===== config.mk =====
export PLATFORM = sky130hd
export DESIGN_NAME = wsb_store_unit
export DESIGN_NICKNAME = d
export VERILOG_FILES = /design/src/wsb_pkg.sv /design/src/wsb_store_unit.sv
export VERILOG_INCLUDE_DIRS = /design/src
export SDC_FILE = /design/constraint.sdc
export NUM_CORES = 1
export LEC_CHECK = 0
export ABC_AREA = 1
export BUFFER_PORTS_ARGS = -buffer_cell sky130_fd_sc_hd__buf_2
export CORE_UTILIZATION = 51
export CTS_CLUSTER_SIZE = 20
export DETAILED_ROUTE_END_ITERATION = 16
export GPL_TIMING_DRIVEN = 1
export PLACE_DENSITY = 0.79
export SKIP_LAST_GASP = 1
export SLEW_MARGIN = 20
export SYNTH_ARGS = -nofsm -noshare
export SYNTH_HDL_FRONTEND = slang
export SYNTH_SLANG_ARGS = --single-unit
export TNS_END_PERCENT = 50

===== constraint.sdc =====
create_clock -name clock -period 2.86 [get_ports clock]
set_input_delay 0.572 -clock clock [delete_from_list [all_inputs] [get_ports clock]]
set_output_delay 0.572 -clock clock [all_outputs]
set_load 0.005 [all_outputs]

===== src/wsb_regs.svh =====
// constants for the word store and barrier block
`ifndef WSB_REGS_SVH
`define WSB_REGS_SVH
`define WSB_ALIGN_LO      1:0
`define WSB_IMM16_SIGN    15
`define WSB_IMM11_SIGN    10
`define WSB_IMM9_SIGN     8
`define WSB_GI_GLOBAL_A   2'h2
`define WSB_GI_GLOBAL_B   2'h3
`define WSB_STYPE_FULL    5'h00
`define WSB_STYPE_GINV    5'h14
`define WSB_BYTE_EN_ALL   4'hF
`define WSB_CCA_UNCACHED  3'h2
`define WSB_CCA_COHERENT  3'h5
`endif


===== src/wsb_pkg.sv =====
// types for the word store and barrier block
`default_nettype none
package wsb_pkg;
	typedef enum logic [2:0] {
		WSB_OP_WORD  = 3'h0,
		WSB_OP_USER  = 3'h1,
		WSB_OP_FLOAT = 3'h2,
		WSB_OP_COPROCESSOR_TWO  = 3'h3,
		WSB_OP_SYNC  = 3'h4,
		WSB_OP_NONE  = 3'h7
	} wsb_op_e;
	typedef enum logic [3:0] {
		WSB_EXC_NONE   = 4'h0,
		WSB_EXC_ADEL   = 4'h1,
		WSB_EXC_TLBREF = 4'h2,
		WSB_EXC_TLBINV = 4'h3,
		WSB_EXC_TLBMOD = 4'h4,
		WSB_EXC_WATCH  = 4'h5,
		WSB_EXC_RI     = 4'h6,
		WSB_EXC_CPU    = 4'h7,
		WSB_EXC_BUS    = 4'h8
	} wsb_exc_e;
	typedef enum logic [3:0] {
		WSB_ST_IDLE  = 4'b0001,
		WSB_ST_XLAT  = 4'b0010,
		WSB_ST_WRITE = 4'b0100,
		WSB_ST_DRAIN = 4'b1000
	} wsb_state_e;
endpackage
`default_nettype wire


===== src/wsb_store_unit.sv =====
// word store execution and completion barrier
`timescale 1ns/1ps
`default_nettype none
`include "wsb_regs.svh"
module wsb_store_unit #(
	parameter int ADDR_W = 32,
	parameter int CNT_W  = 8
) (
	input  wire logic             clock,
	input  wire logic             rst,
	input  wire logic             op_valid,
	output logic                  op_ready,
	input  wire wsb_pkg::wsb_op_e op_kind,
	input  wire logic [31:0]      base_value,
	input  wire logic [15:0]      displacement,
	input  wire logic [31:0]      source_value,
	input  wire logic [4:0]       barrier_type,
	input  wire logic             release6,
	input  wire logic             kernel_mode,
	input  wire logic             segment_mode_ok,
	input  wire logic             enhanced_addressing_flag,
	input  wire logic [1:0]       global_invalidate_support_field,
	input  wire logic             cop_usable,
	input  wire logic             float_present,
	input  wire logic             cop_two_present,
	input  wire logic             misalign_support,
	output logic                  xlat_req,
	output logic [31:0]           xlat_vaddr,
	output logic                  xlat_user_map,
	input  wire logic             xlat_done,
	input  wire logic [31:0]      xlat_paddr,
	input  wire logic [2:0]       xlat_cca,
	input  wire logic             xlat_refill,
	input  wire logic             xlat_invalid,
	input  wire logic             xlat_modified,
	input  wire logic             xlat_watch,
	input  wire logic             xlat_bus_err,
	output logic                  mem_wr_valid,
	input  wire logic             mem_wr_ready,
	output logic [31:0]           mem_wr_addr,
	output logic [31:0]           mem_wr_data,
	output logic [3:0]            mem_wr_be,
	output logic                  mem_wr_sync,
	input  wire logic             mem_wr_visible,
	input  wire logic             load_pending,
	input  wire logic             ginv_pending,
	output logic                  barrier_busy,
	output logic                  exc_valid,
	output wsb_pkg::wsb_exc_e     exc_code
);
	import wsb_pkg::*;

	// the counter must hold at least a few stores in flight
	if (ADDR_W != 32 || CNT_W < 2) begin : g_param_check
		$error("wsb_store_unit: unsupported parameters");
	end

	// ------------------------------------------------------------
	// decode helpers
	// ------------------------------------------------------------
	function automatic logic [31:0] sext_disp(input wsb_op_e k, input logic r6,
			input logic [15:0] d);
		logic [31:0] v;
		v = {{16{d[`WSB_IMM16_SIGN]}}, d};
		if (k == WSB_OP_USER)
			v = {{23{d[`WSB_IMM9_SIGN]}}, d[`WSB_IMM9_SIGN:0]};
		else if (k == WSB_OP_COPROCESSOR_TWO && r6)
			v = {{21{d[`WSB_IMM11_SIGN]}}, d[`WSB_IMM11_SIGN:0]};
		return v;
	endfunction

	function automatic logic cca_ordered(input logic [2:0] c);
		return (c == `WSB_CCA_UNCACHED) || (c == `WSB_CCA_COHERENT);
	endfunction

	// ------------------------------------------------------------
	// issue checks
	// ------------------------------------------------------------
	logic [31:0] ea;
	logic        is_store;
	wsb_exc_e    pre_exc;
	logic        misaligned;

	always_comb begin
		ea         = base_value + sext_disp(op_kind, release6, displacement);
		is_store   = op_valid && op_kind != WSB_OP_SYNC && op_kind != WSB_OP_NONE;
		misaligned = ea[`WSB_ALIGN_LO] != 2'h0;
		pre_exc    = WSB_EXC_NONE;
		case (op_kind)
			WSB_OP_USER: begin
				if (!enhanced_addressing_flag)
					pre_exc = WSB_EXC_RI;
				else if (!kernel_mode || !segment_mode_ok)
					pre_exc = WSB_EXC_CPU;
			end
			WSB_OP_FLOAT: begin
				if (!float_present)
					pre_exc = WSB_EXC_RI;
				else if (!cop_usable)
					pre_exc = WSB_EXC_CPU;
			end
			WSB_OP_COPROCESSOR_TWO: begin
				if (!cop_two_present)
					pre_exc = WSB_EXC_RI;
				else if (!cop_usable)
					pre_exc = WSB_EXC_CPU;
			end
			default: pre_exc = WSB_EXC_NONE;
		endcase
		// alignment after gating; release 6 may pass misaligned through
		if (pre_exc == WSB_EXC_NONE && misaligned && !(release6 && misalign_support))
			pre_exc = WSB_EXC_ADEL;
	end

	// ------------------------------------------------------------
	// sequencer
	// ------------------------------------------------------------
	wsb_state_e  state_r;
	wsb_state_e  state_nxt;
	logic [31:0] data_r;
	logic [31:0] vaddr_r;
	logic        user_r;
	logic [CNT_W-1:0] out_cnt_r;
	logic        ginv_wait_r;
	logic        xlat_fault;
	wsb_exc_e    xlat_exc;

	always_comb begin
		xlat_fault = xlat_refill | xlat_invalid | xlat_modified | xlat_watch
			| (user_r & xlat_bus_err);
		xlat_exc = WSB_EXC_NONE;
		if (xlat_refill)
			xlat_exc = WSB_EXC_TLBREF;
		else if (xlat_invalid)
			xlat_exc = WSB_EXC_TLBINV;
		else if (xlat_modified)
			xlat_exc = WSB_EXC_TLBMOD;
		else if (xlat_watch)
			xlat_exc = WSB_EXC_WATCH;
		else if (user_r && xlat_bus_err)
			xlat_exc = WSB_EXC_BUS;
	end

	logic drain_done;
	assign drain_done = (out_cnt_r == '0) && !load_pending && !(ginv_wait_r && ginv_pending);

	always_comb begin
		state_nxt = state_r;
		case (state_r)
			WSB_ST_IDLE: begin
				if (op_valid && op_kind == WSB_OP_SYNC)
					state_nxt = WSB_ST_DRAIN;
				else if (is_store && pre_exc == WSB_EXC_NONE)
					state_nxt = WSB_ST_XLAT;
			end
			WSB_ST_XLAT: begin
				if (xlat_done)
					state_nxt = xlat_fault ? WSB_ST_IDLE : WSB_ST_WRITE;
			end
			WSB_ST_WRITE: begin
				if (mem_wr_ready)
					state_nxt = WSB_ST_IDLE;
			end
			WSB_ST_DRAIN: begin
				if (drain_done)
					state_nxt = WSB_ST_IDLE;
			end
			default: state_nxt = WSB_ST_IDLE;
		endcase
	end

	always_ff @(posedge clock) begin
		if (rst)
			state_r <= WSB_ST_IDLE;
		else
			state_r <= state_nxt;
	end

	always_ff @(posedge clock) begin
		if (rst) begin
			data_r  <= 32'h0;
			vaddr_r <= 32'h0;
			user_r  <= 1'b0;
		end else if (state_r == WSB_ST_IDLE && is_store) begin
			data_r  <= source_value;
			vaddr_r <= ea;
			user_r  <= op_kind == WSB_OP_USER;
		end
	end

	always_ff @(posedge clock) begin
		if (rst) begin
			mem_wr_addr <= 32'h0;
			mem_wr_sync <= 1'b0;
		end else if (state_r == WSB_ST_XLAT && xlat_done) begin
			mem_wr_addr <= xlat_paddr;
			mem_wr_sync <= cca_ordered(xlat_cca);
		end
	end

	// stores to ordered memory still awaiting global visibility
	always_ff @(posedge clock) begin
		if (rst)
			out_cnt_r <= '0;
		else begin
			case ({state_r == WSB_ST_WRITE && mem_wr_ready && mem_wr_sync, mem_wr_visible})
				2'b10: out_cnt_r <= out_cnt_r + 1'b1;
				2'b01: out_cnt_r <= (out_cnt_r == '0) ? out_cnt_r : out_cnt_r - 1'b1;
				default: out_cnt_r <= out_cnt_r;
			endcase
		end
	end

	always_ff @(posedge clock) begin
		if (rst)
			ginv_wait_r <= 1'b0;
		else if (state_r == WSB_ST_IDLE && op_valid && op_kind == WSB_OP_SYNC)
			ginv_wait_r <= release6 && barrier_type == `WSB_STYPE_GINV
				&& (global_invalidate_support_field == `WSB_GI_GLOBAL_A
				|| global_invalidate_support_field == `WSB_GI_GLOBAL_B);
	end

	always_ff @(posedge clock) begin
		if (rst) begin
			exc_valid <= 1'b0;
			exc_code  <= WSB_EXC_NONE;
		end else begin
			exc_valid <= 1'b0;
			exc_code  <= exc_code;
			if (state_r == WSB_ST_IDLE && is_store && pre_exc != WSB_EXC_NONE) begin
				exc_valid <= 1'b1;
				exc_code  <= pre_exc;
			end else if (state_r == WSB_ST_XLAT && xlat_done && xlat_fault) begin
				exc_valid <= 1'b1;
				exc_code  <= xlat_exc;
			end
		end
	end

	// ------------------------------------------------------------
	// outputs
	// ------------------------------------------------------------
	assign op_ready      = state_r == WSB_ST_IDLE;
	assign xlat_req      = state_r == WSB_ST_XLAT;
	assign xlat_vaddr    = vaddr_r;
	assign xlat_user_map = user_r;
	assign mem_wr_valid  = state_r == WSB_ST_WRITE;
	assign mem_wr_data   = data_r;
	assign mem_wr_be     = `WSB_BYTE_EN_ALL;
	assign barrier_busy  = state_r == WSB_ST_DRAIN;
endmodule
`default_nettype wire


==> reports/results.txt <==
Num CTS Buffers: 17
DP Area: 9208 µm²
crit path max fanout: 8
Seq/Total Area, Yosys: 0.3128
largest net degree at the start of global routing: 70
Cell Count, Final, Fillers Out: 1700
Cell variety after synth: 38
layout net count: 1692
worst path buffer plus inverter count: 6
Hold Crit Class: in -> reg
Clock Sink Count: 116
Top delay family on crit path: simple AND/OR/NAND/NOR gates
DRT iter0 DRCs: 599
Design Area, Final: 9806 µm²
clock insertion delay at the later pin of the skew report: 0.41 ns
total wire length: 22440 µm
Clock Path Buffers: 2
CP Class: in -> reg
die width: 122.7 µm
Fillers: 1272
ranking of synthesized cells by area: dfxtp_1 31%, nand2_1 16%, nor2_1 9.8%, inv_1 9.0%, nand3_1 6.5%
via count: 8508
drt drc: 0
placed cell count: 1668
Tcrit/Tclk final: 0.9329
Yosys reg bits: 116
GP Congestion: 0.9357
cts hold-fix bufs: 0
DIE HEIGHT: 122.7 µm
Slew Limit Fails: 0
die area: 15040 µm²
TritonRoute pass-1 iters: 5
Clock Skew: 0.01367 ns
IO Pins: 257
post-synth top area share: 0.3128
post-CTS resize count: 0
fin crit period: 2.668 ns
RSZ-0062 raised after global routing: true
initial antenna violation count: 3
CP Launch Type: input pin
share of layout cells above drive strength 1: 0.2457
GRT Util Overall: 0.2930
CTS tree: yes
max incr delay on CP: 0.37 ns
I/O Buffers: 251
Cell Area, Synth: 7425 µm²
Worst-path clk slew: 0.05 ns
status: complete, no violations
average vias per placed instance: 5.005
post-CTS setup buffers: 0
total grt overflow: 0
Layout area overhead: 32.07%
final core utilization: 0.6983
Clock Tree Root: clkbuf_16
Final HPWL DP: 17270 µm
ys async rst share: 0
Critical Path RT: 3.17 ns
crit path cell chain: buf_2, nand2_1, nor2_1, nand3_1, nand2_1, nand2_1, nand2_4, inv_1, buf_4, ha_1, nand2_1, inv_1, nand2_1, inv_1, nand2_1, nor2_1, nand2_1, nand3_1, nand3_1, nand2_1, inv_1
Worst setup EP type: flop
global-route wire length before repair: 34350 µm
slowest CP cell: ha_1
Yosys top cell by area: dfxtp_1
Syn. warnings: 0
top_reg_cell synth: dfxtp_1
Synth Instances: 1210
Row Count: 43
via count of the first global-routing pass: 7375
CP arrival: 2.98 ns
top-count cell post-synth: nand2_1
Max-Cap Viols: 0
final setup violation count: 0
Initial Utilization: 0.5287
Crit path top cell by count: nand2_1
Fmax achieved: 0.3748 GHz
Post-DRT Antenna Nets: 0
EDFF count, synth: 0
Hold Vio Cnt, Final: 0
power density cells: 686.0 nW/µm²
average cell area after synthesis: 6.136 µm²
Clock H-tree levels: 4
Commonest cells post-synth: 322 x nand2_1, 193 x nor2_1, 179 x inv_1
maximum vdd ir drop: 0.5802 mV
routed length per placed instance: 13.20 µm
Core Region: 14040 µm²
leakage power: 5.631 nW
Pwr Total: 0.006727 W
## placed cells by master, fill, tap and decap left out, types with 3 or more instances in the layout
cell / n
o211ai_2: 4
dfxtp_1: 116
nor2_2: 5
nand3_1: 97
inv_1: 179
nand2_2: 4
nand4_1: 12
inv_2: 6
nor4_1: 3
a21o_1: 3
nand2_1: 322
nor2_4: 3
o21ai_0: 68
clkbuf_16: 17
xor2_1: 9
nor2_1: 189
a21oi_1: 79
clkinvlp_4: 3
buf_4: 64
nor3_1: 7
conb_1: 4
ha_1: 36
buf_2: 251
xnor2_1: 5
clkinv_2: 3
## worst min-delay path, stage by stage
cell	delay (ns)
buf_2	0.07
nor2_1	0.03
nor2_1	0.08
## layout make-up
type	count	area, µm²	share of cell area
Antenna cell	2	5.005	0.0005104
Clock buffer	21	460.4	0.04696
Clock inverter	9	106.4	0.01085
Inverter	185	694.4	0.07082
Multi-Input combinational cell	870	4215	0.4299
Sequential cell	116	2322	0.2368
Tap cell	180	225.2	0.02297
Timing Repair Buffer	317	1777	0.1812
## where the power goes
group	internal [W]	switching, W	total [W]
Sequential	0.00199	0.000186	0.00218
Combinational	0.00101	0.00150	0.00251
Clock	0.00131	0.000725	0.00204
## cell families after synthesis
family,after synthesis,share of synthesized area
other cells,1,0.0005051
buf+inv,227,0.1252
compound gates,160,0.1149
xor+xnor,14,0.01652
flops,116,0.3128
fa+ha+maj,39,0.06774
simple gates,653,0.3623
## registers in the layout (all words and copies together) (netlist names)
register       cells
mem_wr_sync        1
exc_valid          1
mem_wr_data       32
state_r            4
exc_code           4
ginv_wait_r        1
out_cnt_r          8
xlat_vaddr        32
xlat_user_map      1
mem_wr_addr       32
## worst paths after layout
path	from	end	slack (ns)	cells past startpoint
setup / recovery	op_kind[0]	xlat_vaddr[25]$_SDFFE_PP0P_	0.19	21
hold / removal	source_value[24]	mem_wr_data[24]$_SDFFE_PP0P_	0.38	3
setup reg to reg	state_r[2]$_SDFFE_PP0P_	out_cnt_r[6]$_SDFFE_PP0P_	0.53	15
hold reg to reg	mem_wr_addr[8]$_SDFFE_PP0P_	mem_wr_addr[8]$_SDFFE_PP0P_	0.46	2
## metal layers
| layer | share of wire | global-route usage | vias to the layer above |
|---|---|---|---|
| li1 | - | - | 4376 |
| met1 | 0.44 | 0.3586 | 3790 |
| met2 | 0.47 | 0.4965 | 302 |
| met3 | 0.072 | 0.07296 | 38 |
| met4 | 0.020 | 0.1021 | 2 |
| met5 | 0.00053 | 0 | - |
## through the flow
stage          setup WS (ns)  setup TNS, ns  hold WS [ns]
2_1_floorplan         0.1730              0        0.4308
3_3_place_gp         -0.1252         -1.345        0.4441
3_5_place_dp         -0.1946         -2.291        0.4491
4_1_cts               0.2166              0        0.3735
5_1_grt             -0.04076       -0.09830        0.3881
6_report              0.1919              0        0.3801
(Power assumes the default switching activity.)
